===== src/verilog/fwsr_regs.svh =====
`ifndef FWSR_REGS_SVH
`define FWSR_REGS_SVH
// Status bit positions on the data lines.
`define FWSR_BIT_POLL     7
`define FWSR_BIT_ACT      6
`define FWSR_BIT_TMO      5
`define FWSR_BIT_WIN      3
`define FWSR_BIT_SECT     2
// Reset command word and bus timing in cycles of the 50 ns clock.
`define FWSR_RESET_CMD    16'h00f0
`define FWSR_RD_CYC       3'h3
`define FWSR_WR_CYC       3'h2
`define FWSR_CNT_ZERO     3'h0
`endif


===== src/verilog/fwsr_pkg.sv =====
package fwsr_pkg;
   // Verdict of one status check.
   typedef enum logic [1:0] {
      FWSR_DONE    = 2'h0,
      FWSR_FAILED  = 2'h1,
      FWSR_BUSY    = 2'h2
   } fwsr_result_t;
endpackage


===== src/verilog/fwsr_bus_cycle.sv =====
`include "fwsr_regs.svh"
// One asynchronous read or write cycle on the flash pins.
module fwsr_bus_cycle
   import fwsr_pkg::*;
#(
   parameter int DW = 16
) (
   input  wire logic          clk,      // Clock.
   input  wire logic          rst,      // Sync reset.
   input  wire logic          start,    // Start one cycle.
   input  wire logic          isWrite,  // Write when high.
   input  wire logic [DW-1:0] wrData,   // Data to write.
   input  wire logic [DW-1:0] dataIn,   // Data lines in.
   output logic               chipSelN, // Chip select, low active.
   output logic               outEnN,   // Output strobe, low active.
   output logic               wrEnN,    // Write strobe, low active.
   output logic [DW-1:0]      dataOut,  // Data lines out.
   output logic               dataOe,   // High while we drive.
   output logic               done,     // One-cycle end pulse.
   output logic [DW-1:0]      rdData    // Captured read word.
);
   logic [2:0] cnt_reg;
   logic       busy_reg;

   // The status bits sit in the low byte, so a narrower bus is refused.
   if (DW < 8) begin : g_bad_dw
      $error("fwsr_bus_cycle: DW below 8");
   end

   ////////////////////////////////////////////////////////////////////
   // Strobes stay asserted for a fixed count; data is sampled at the
   // last cycle so access time has elapsed.
   always_ff @(posedge clk) begin
      done <= 1'b0;
      if (rst) begin
         busy_reg <= 1'b0;
         cnt_reg  <= `FWSR_CNT_ZERO;
         chipSelN <= 1'b1;
         outEnN   <= 1'b1;
         wrEnN    <= 1'b1;
         dataOe   <= 1'b0;
         dataOut  <= '0;
         rdData   <= '0;
      end else if (!busy_reg && start) begin
         busy_reg <= 1'b1;
         cnt_reg  <= isWrite ? `FWSR_WR_CYC : `FWSR_RD_CYC;
         chipSelN <= 1'b0;
         outEnN   <= isWrite;
         wrEnN    <= !isWrite;
         dataOe   <= isWrite;
         dataOut  <= wrData;
      end else if (busy_reg) begin
         if (cnt_reg == `FWSR_CNT_ZERO) begin
            // Deasserting both strobes ends the cycle; the device advances
            // its toggle bits at the start of the next read.
            busy_reg <= 1'b0;
            chipSelN <= 1'b1;
            outEnN   <= 1'b1;
            wrEnN    <= 1'b1;
            dataOe   <= 1'b0;
            done     <= 1'b1;
            if (!outEnN) rdData <= dataIn;
         end else begin
            cnt_reg <= cnt_reg - 3'h1;
         end
      end
   end
endmodule // fwsr_bus_cycle


===== src/verilog/fwsr_status_poller.sv =====
// Contract
// - Host may pace reads with output strobe or chip select.
// - Start with two back-to-back reads; unchanged toggle means done.
// - Toggling with timeout high: recheck; still toggling means fail, reset.
// - Resuming after a pause restarts from the first double read.
// - After timeout failure host must write the reset command.
// - Monitor window bit unless added commands under 50 us apart.
// - Check window bit before and after each extra sector command.
// - Status reads must address the busy bank.
// - Poll and sector bits need a valid address.
// - Combine both toggle bits to find mode and erasing sectors.
`include "fwsr_regs.svh"
module fwsr_status_poller
   import fwsr_pkg::*;
#(
   parameter int DW = 16,
   parameter int AW = 22
) (
   input  wire logic          clk,          // Clock, 20 MHz.
   input  wire logic          rst,          // Sync reset, high.
   input  wire logic          checkReq,     // Pulse: run a status check.
   input  wire logic          windowReq,    // Pulse: sample window bit.
   input  wire logic [AW-1:0] statusAddr,   // Address in busy sector.
   input  wire logic [DW-1:0] data_lines_i, // Data lines in.
   input  wire logic          operation_done_pin_n, // Ready pin level.
   output logic [AW-1:0]      flashAddr,    // Address lines.
   output logic               chipSelN,     // Chip select, low.
   output logic               outEnN,       // Output strobe, low.
   output logic               wrEnN,        // Write strobe, low.
   output logic [DW-1:0]      data_lines_o, // Data lines out.
   output logic               data_lines_oe,// Drive enable.
   output logic               busy,         // Check or window read in progress.
   output logic               resultValid,  // Pulse: verdict ready.
   output fwsr_result_t       result,       // Verdict.
   output logic               eraseActive,  // Sector toggle seen.
   output logic               suspended,    // Sector toggles, not activity.
   output logic               windowValid,  // Pulse: window bit ready.
   output logic               windowClosed, // Window bit was 1.
   output logic               readyLevel    // Registered ready pin.
);
   // One state per bus cycle of the check, so every read and the reset
   // write can be told apart in a waveform; codes are one-hot.
   typedef enum logic [6:0] {
      S_IDLE  = 7'b0000001,
      S_RD1   = 7'b0000010,
      S_RD2   = 7'b0000100,
      S_RD3   = 7'b0001000,
      S_RST   = 7'b0010000,
      S_WIN   = 7'b0100000,
      S_END   = 7'b1000000
   } fwsr_state_t;

   // Handshake with the pin sequencer and the stored first word.
   fwsr_state_t state_reg;
   logic          start;
   logic          isWrite;
   logic          cycDone;
   logic [DW-1:0] rdData;
   logic [DW-1:0] first_reg;
   logic          issued_reg;
   logic          actDiff;
   logic          sectDiff;

   // The status bits sit in the low byte, so a narrower bus cannot be
   // polled at all.
   if (AW < 1 || DW < 8) begin : g_bad_par
      $error("fwsr_status_poller: AW below 1 or DW below 8");
   end

   ////////////////////////////////////////////////////////////////////
   // Pin sequencer; chip select and the active strobe rise together at each cycle end.
   // Only the reset command is ever written, so the write data is a
   // constant sized to the bus.
   fwsr_bus_cycle #(.DW(DW)) u_cycle (
      .clk      (clk),
      .rst      (rst),
      .start    (start),
      .isWrite  (isWrite),
      .wrData   (DW'(`FWSR_RESET_CMD)),
      .dataIn   (data_lines_i),
      .chipSelN (chipSelN),
      .outEnN   (outEnN),
      .wrEnN    (wrEnN),
      .dataOut  (data_lines_o),
      .dataOe   (data_lines_oe),
      .done     (cycDone),
      .rdData   (rdData)
   );

   // Launch a cycle once per state; write only for the reset command.
   // The issued flag stops a second launch while the cycle is open.
   assign start   = !issued_reg && (state_reg != S_IDLE)
                    && (state_reg != S_END);
   assign isWrite = (state_reg == S_RST);
   // Compare the fresh word against the stored one.
   assign actDiff  = rdData[`FWSR_BIT_ACT]  ^ first_reg[`FWSR_BIT_ACT];
   assign sectDiff = rdData[`FWSR_BIT_SECT] ^ first_reg[`FWSR_BIT_SECT];

   ////////////////////////////////////////////////////////////////////
   // Address is held on the busy bank for every status read.
   always_ff @(posedge clk) begin
      if (rst) begin
         flashAddr <= '0;
      end else if (state_reg == S_IDLE && (checkReq || windowReq)) begin
         flashAddr <= statusAddr;
      end
   end

   ////////////////////////////////////////////////////////////////////
   // Ready pin is sampled as an ordinary synchronous input. It is only
   // reported, not used to end a check, since a suspended erase shows
   // ready while its status is still meaningful.
   always_ff @(posedge clk) begin
      if (rst) readyLevel <= 1'b0;
      else     readyLevel <= operation_done_pin_n;
   end

   ////////////////////////////////////////////////////////////////////
   // Toggle check. Every check starts with a fresh double read, so a
   // caller that paused simply issues a new request. A limitation: a
   // request that arrives while busy is dropped without notice.
   always_ff @(posedge clk) begin
      resultValid <= 1'b0;
      windowValid <= 1'b0;
      if (rst) begin
         // Verdict outputs return to their idle values.
         state_reg    <= S_IDLE;
         issued_reg   <= 1'b0;
         first_reg    <= '0;
         busy         <= 1'b0;
         result       <= FWSR_DONE;
         eraseActive  <= 1'b0;
         suspended    <= 1'b0;
         windowClosed <= 1'b0;
      end else begin
         if (start) issued_reg <= 1'b1;
         if (cycDone) issued_reg <= 1'b0;
         unique case (state_reg)
            // A check request wins over a window request in one cycle.
            S_IDLE: begin
               if (checkReq) begin
                  state_reg <= S_RD1;
                  busy      <= 1'b1;
               end else if (windowReq) begin
                  state_reg <= S_WIN;
                  busy      <= 1'b1;
               end
            end
            // The first word of the double read is kept for comparison.
            S_RD1: begin
               if (cycDone) begin
                  first_reg <= rdData;
                  state_reg <= S_RD2;
               end
            end
            // The second word decides; its timeout bit picks the recheck.
            // It is stored again so the recheck compares neighbours.
            S_RD2: begin
               if (cycDone) begin
                  first_reg   <= rdData;
                  eraseActive <= sectDiff;
                  suspended   <= sectDiff && !actDiff;
                  if (!actDiff) begin
                     result    <= FWSR_DONE;
                     state_reg <= S_END;
                  end else if (rdData[`FWSR_BIT_TMO]) begin
                     state_reg <= S_RD3;
                  end else begin
                     result    <= FWSR_BUSY;
                     state_reg <= S_END;
                  end
               end
            end
            // The toggle may stop just as the timeout bit rises, so a
            // quiet third read still counts as success.
            S_RD3: begin
               if (cycDone) begin
                  if (actDiff) begin
                     result    <= FWSR_FAILED;
                     state_reg <= S_RST;
                  end else begin
                     result    <= FWSR_DONE;
                     state_reg <= S_END;
                  end
               end
            end
            // The reset write returns the bank to array reads; the
            // verdict waits until the write strobe has risen.
            S_RST: begin
               if (cycDone) state_reg <= S_END;
            end
            // One plain read; the window verdict needs no comparison.
            S_WIN: begin
               if (cycDone) begin
                  windowClosed <= rdData[`FWSR_BIT_WIN];
                  windowValid  <= 1'b1;
                  busy         <= 1'b0;
                  state_reg    <= S_IDLE;
               end
            end
            // One cycle for the verdict pulse; busy falls with it so a
            // new request may follow at the next edge.
            S_END: begin
               resultValid <= 1'b1;
               busy        <= 1'b0;
               state_reg   <= S_IDLE;
            end
            default: state_reg <= S_IDLE;
         endcase
      end
   end
endmodule // fwsr_status_poller


===== config.mk =====
export PLATFORM = sky130hd
export DESIGN_NAME = fwsr_status_poller
export DESIGN_NICKNAME = d
export VERILOG_FILES = /design/src/verilog/fwsr_pkg.sv /design/src/verilog/fwsr_bus_cycle.sv /design/src/verilog/fwsr_status_poller.sv
export VERILOG_INCLUDE_DIRS = /design/src /design/src/verilog
export SDC_FILE = /design/constraint.sdc
export NUM_CORES = 1
export LEC_CHECK = 0
export BUFFER_PORTS_ARGS = -buffer_cell sky130_fd_sc_hd__buf_2
export CAP_MARGIN = 20
export CORE_MARGIN = 2
export CORE_UTILIZATION = 45
export CTS_BUF_LIST = sky130_fd_sc_hd__clkbuf_2
export CTS_CLUSTER_DIAMETER = 200
export DETAILED_ROUTE_END_ITERATION = 7
export PLACE_DENSITY = 0.71
export SLEW_MARGIN = 20
export SYNTH_ARGS = -nofsm -noshare
export SYNTH_HDL_FRONTEND = slang
export SYNTH_HIERARCHICAL = 1
export SYNTH_SLANG_ARGS = --single-unit
export TNS_END_PERCENT = 1

===== constraint.sdc =====
create_clock -name clk -period 5.6 [get_ports clk]
set_clock_uncertainty 0.2 [all_clocks]
set_input_delay 1.4 -clock clk [delete_from_list [all_inputs] [get_ports clk]]
set_output_delay 1.4 -clock clk [all_outputs]
set_load 0.02 [all_outputs]

==> impl_metrics.env <==
export IMPL_ios=94
export IMPL_rsz0062_at_grt="no"
export IMPL_dpl_cell_count=499
export IMPL_cpLargestDelayFamily="flip-flops"
export IMPL_antenna_left=0
export IMPL_crit_path_top_delay_cell="dfxtp_1"
export IMPL_grt_max_degree=71
export IMPL_die_w_um=84.51
export IMPL_antenna_found_initial=0
export IMPL_routed_wl_mm=5.977
export IMPL_grt_pass1_wl_mm=9.963
export IMPL_cp_cell_sequence="buf_2"
export IMPL_p_leak_nw=1.554
export IMPL_area_growth_synth_to_final_pct=17.63
export IMPL_r2r_start="state_reg[1]$_SDFFE_PP0P_"
export IMPL_cts_path_max_buffers=2
export IMPL_final_core_utilization_pct=54.34
export IMPL_drt_pass1_iterations=4
export IMPL_hold_end="result[1]$_SDFFE_PP0P_"
export IMPL_tns_ns=0
export IMPL_cts_hold_buffers=0
export IMPL_dp_hpwl_mm=4.018
export IMPL_required_ns=4.00
export IMPL_dieArea_um2=7141
export IMPL_ff2ff_path_depth=7
export IMPL_fillCellCount=623
export IMPL_setup_viol=0
export IMPL_fin_area_um2=3431
export IMPL_clk_latency_ns=0.48
export IMPL_drt_first_iter_violations=187
export IMPL_placed_cell_area_um2=3319
export IMPL_worstHoldPathType="flip-flop to flip-flop"
export IMPL_drc=0
export IMPL_end_kind="output pin"
export IMPL_critPathLaunch="u_cycle/outEnN$_SDFFE_PP1P_"
export IMPL_drv_slew=0
export IMPL_critPathMaxStageDelay_ns=0.41
export IMPL_netlist_instances=355
export IMPL_grt_pass1_vias=2298
export IMPL_reg2reg_slack_ns=2.97
export IMPL_worstHoldStart="result[1]$_SDFFE_PP0P_"
export IMPL_ys_warn_count=6
export IMPL_avgRoutedWirePerCell_um=11.61
export IMPL_vias=2523
export IMPL_fmax_mhz=374.8
export IMPL_cts_resized=0
export IMPL_nets=478
export IMPL_overflow=0
export IMPL_diodes=0
export IMPL_cts_buffers=9
export IMPL_avgViaCountPerCell=4.899
export IMPL_tightest_slew_ns=0.7345
export IMPL_rows=29
export IMPL_core_um2=6314
export IMPL_critPathArrivalTime_ns=1.07
export IMPL_drv_cap=0
export IMPL_min_period_ns=2.668
export IMPL_largest_reg_flops=22
export IMPL_status="finished clean"
export IMPL_gp_congestion=0.8413
export IMPL_r2r_end="u_cycle/wrEnN$_SDFFE_PP1P_"
export IMPL_irDropWorstVdd_v=0.0002563
export IMPL_grtUsageTotal_pct=17.06
export IMPL_portBuffers=81
export IMPL_instances_no_fill=515
export IMPL_syn_mean_instance_area_um2=8.216
export IMPL_min_path_cells=2
export IMPL_drive_gt1_share_pct=23.97
export IMPL_path_max_fanout=4
export IMPL_crit_buf_inv=1
export IMPL_initial_core_util_pct=46.20
export IMPL_post_cts_buffers=0
export IMPL_max_slew_margin_pct=51.04
export IMPL_cellPowerDensity_nw_per_um2=381.5
export IMPL_path_clk_slew_ns=0.18
export IMPL_cts_root_buf="clkbuf_2"
export IMPL_htreeDepth=3
export IMPL_cts_sinks=70
export IMPL_die_h_um=84.51
export IMPL_crit_path_start_kind="flip-flop"
export IMPL_fin_crit_sh_pct=47.65
export IMPL_hold_ws_ns=0.2636
export IMPL_syn_area_um2=2917
export IMPL_cts_tree="done"
export IMPL_hold_viol=0
export IMPL_critical_path_class="flip-flop to output pin"
-- cell type report --
| type | count | area (µm²) | share of cell area, % |
|---|---|---|---|
| clock buffers | 10 | 50.05 | 1.459 |
| clock inverters | 6 | 61.31 | 1.787 |
| well taps | 77 | 96.34 | 2.808 |
| repair buffers | 84 | 427.9 | 12.47 |
| inverters | 4 | 15.01 | 0.4376 |
| multi-input cells | 264 | 1379 | 40.19 |
| flip-flops and latches | 70 | 1401 | 40.85 |
-- worst min-delay path, cell delays in order (launching register included) --
cell and delay, ns:
dfxtp_1 0.35, nand2_1 0.05, a21oi_1 0.05
-- per-stage QoR --
stage | worst slack (ns) | total power (W)
after global placement | 2.988 | 0.001030
after global routing | 2.827 | 0.001406
after floorplan | 3.259 | 0.0009536
final | 2.932 | 0.001309
after CTS | 2.870 | 0.001325
after detailed placement | 2.975 | 0.001041
-- routing by layer --
| layer | up-vias | GRT usage, % | wire length [µm] |
|---|---|---|---|
| li1 | 1329 | - | - |
| met1 | 1127 | 20.68 | 2731 |
| met2 | 57 | 28.42 | 2804 |
| met3 | 10 | 4.425 | 350 |
| met4 | 0 | 7.792 | 91 |
| met5 | - | 0 | 0 |
-- cells in the final DEF, fill, tap and decap left out, types with 3 or more instances in the layout --
cell type	n
nand2_1	91
buf_2	81
dfxtp_1	70
a21oi_1	54
nor2_1	16
conb_1	16
nor3_1	11
clkbuf_2	10
o21ai_0	8
nand3_1	6
nor2b_1	5
nand2b_1	5
mux2i_1	5
xor2_1	4
or3_1	4
nand3b_1	4
inv_1	4
o21ai_1	3
a31oi_1	3
clkinv_2	3
buf_4	3
-- how the worst max path moves through the flow --
stage,cells after the start,endpoint
floorplan,9,u_cycle/wrEnN$_SDFFE_PP1P_
global route,1,outEnN
finish,1,outEnN
detailed placement,5,resultValid$_SDFF_PP0_
CTS,1,outEnN
global placement,4,u_cycle/cnt_reg[1]$_SDFFE_PP0P_
-- report_power, final --
part           total, W  switching, W  internal [W]  leakage (nW)
registers      0.000621     0.0000508      0.000570         0.573
logic          0.000407      0.000260      0.000148         0.909
clock network  0.000281      0.000177      0.000104        0.0721
No activity file was read; power rests on OpenSTA's default activity.
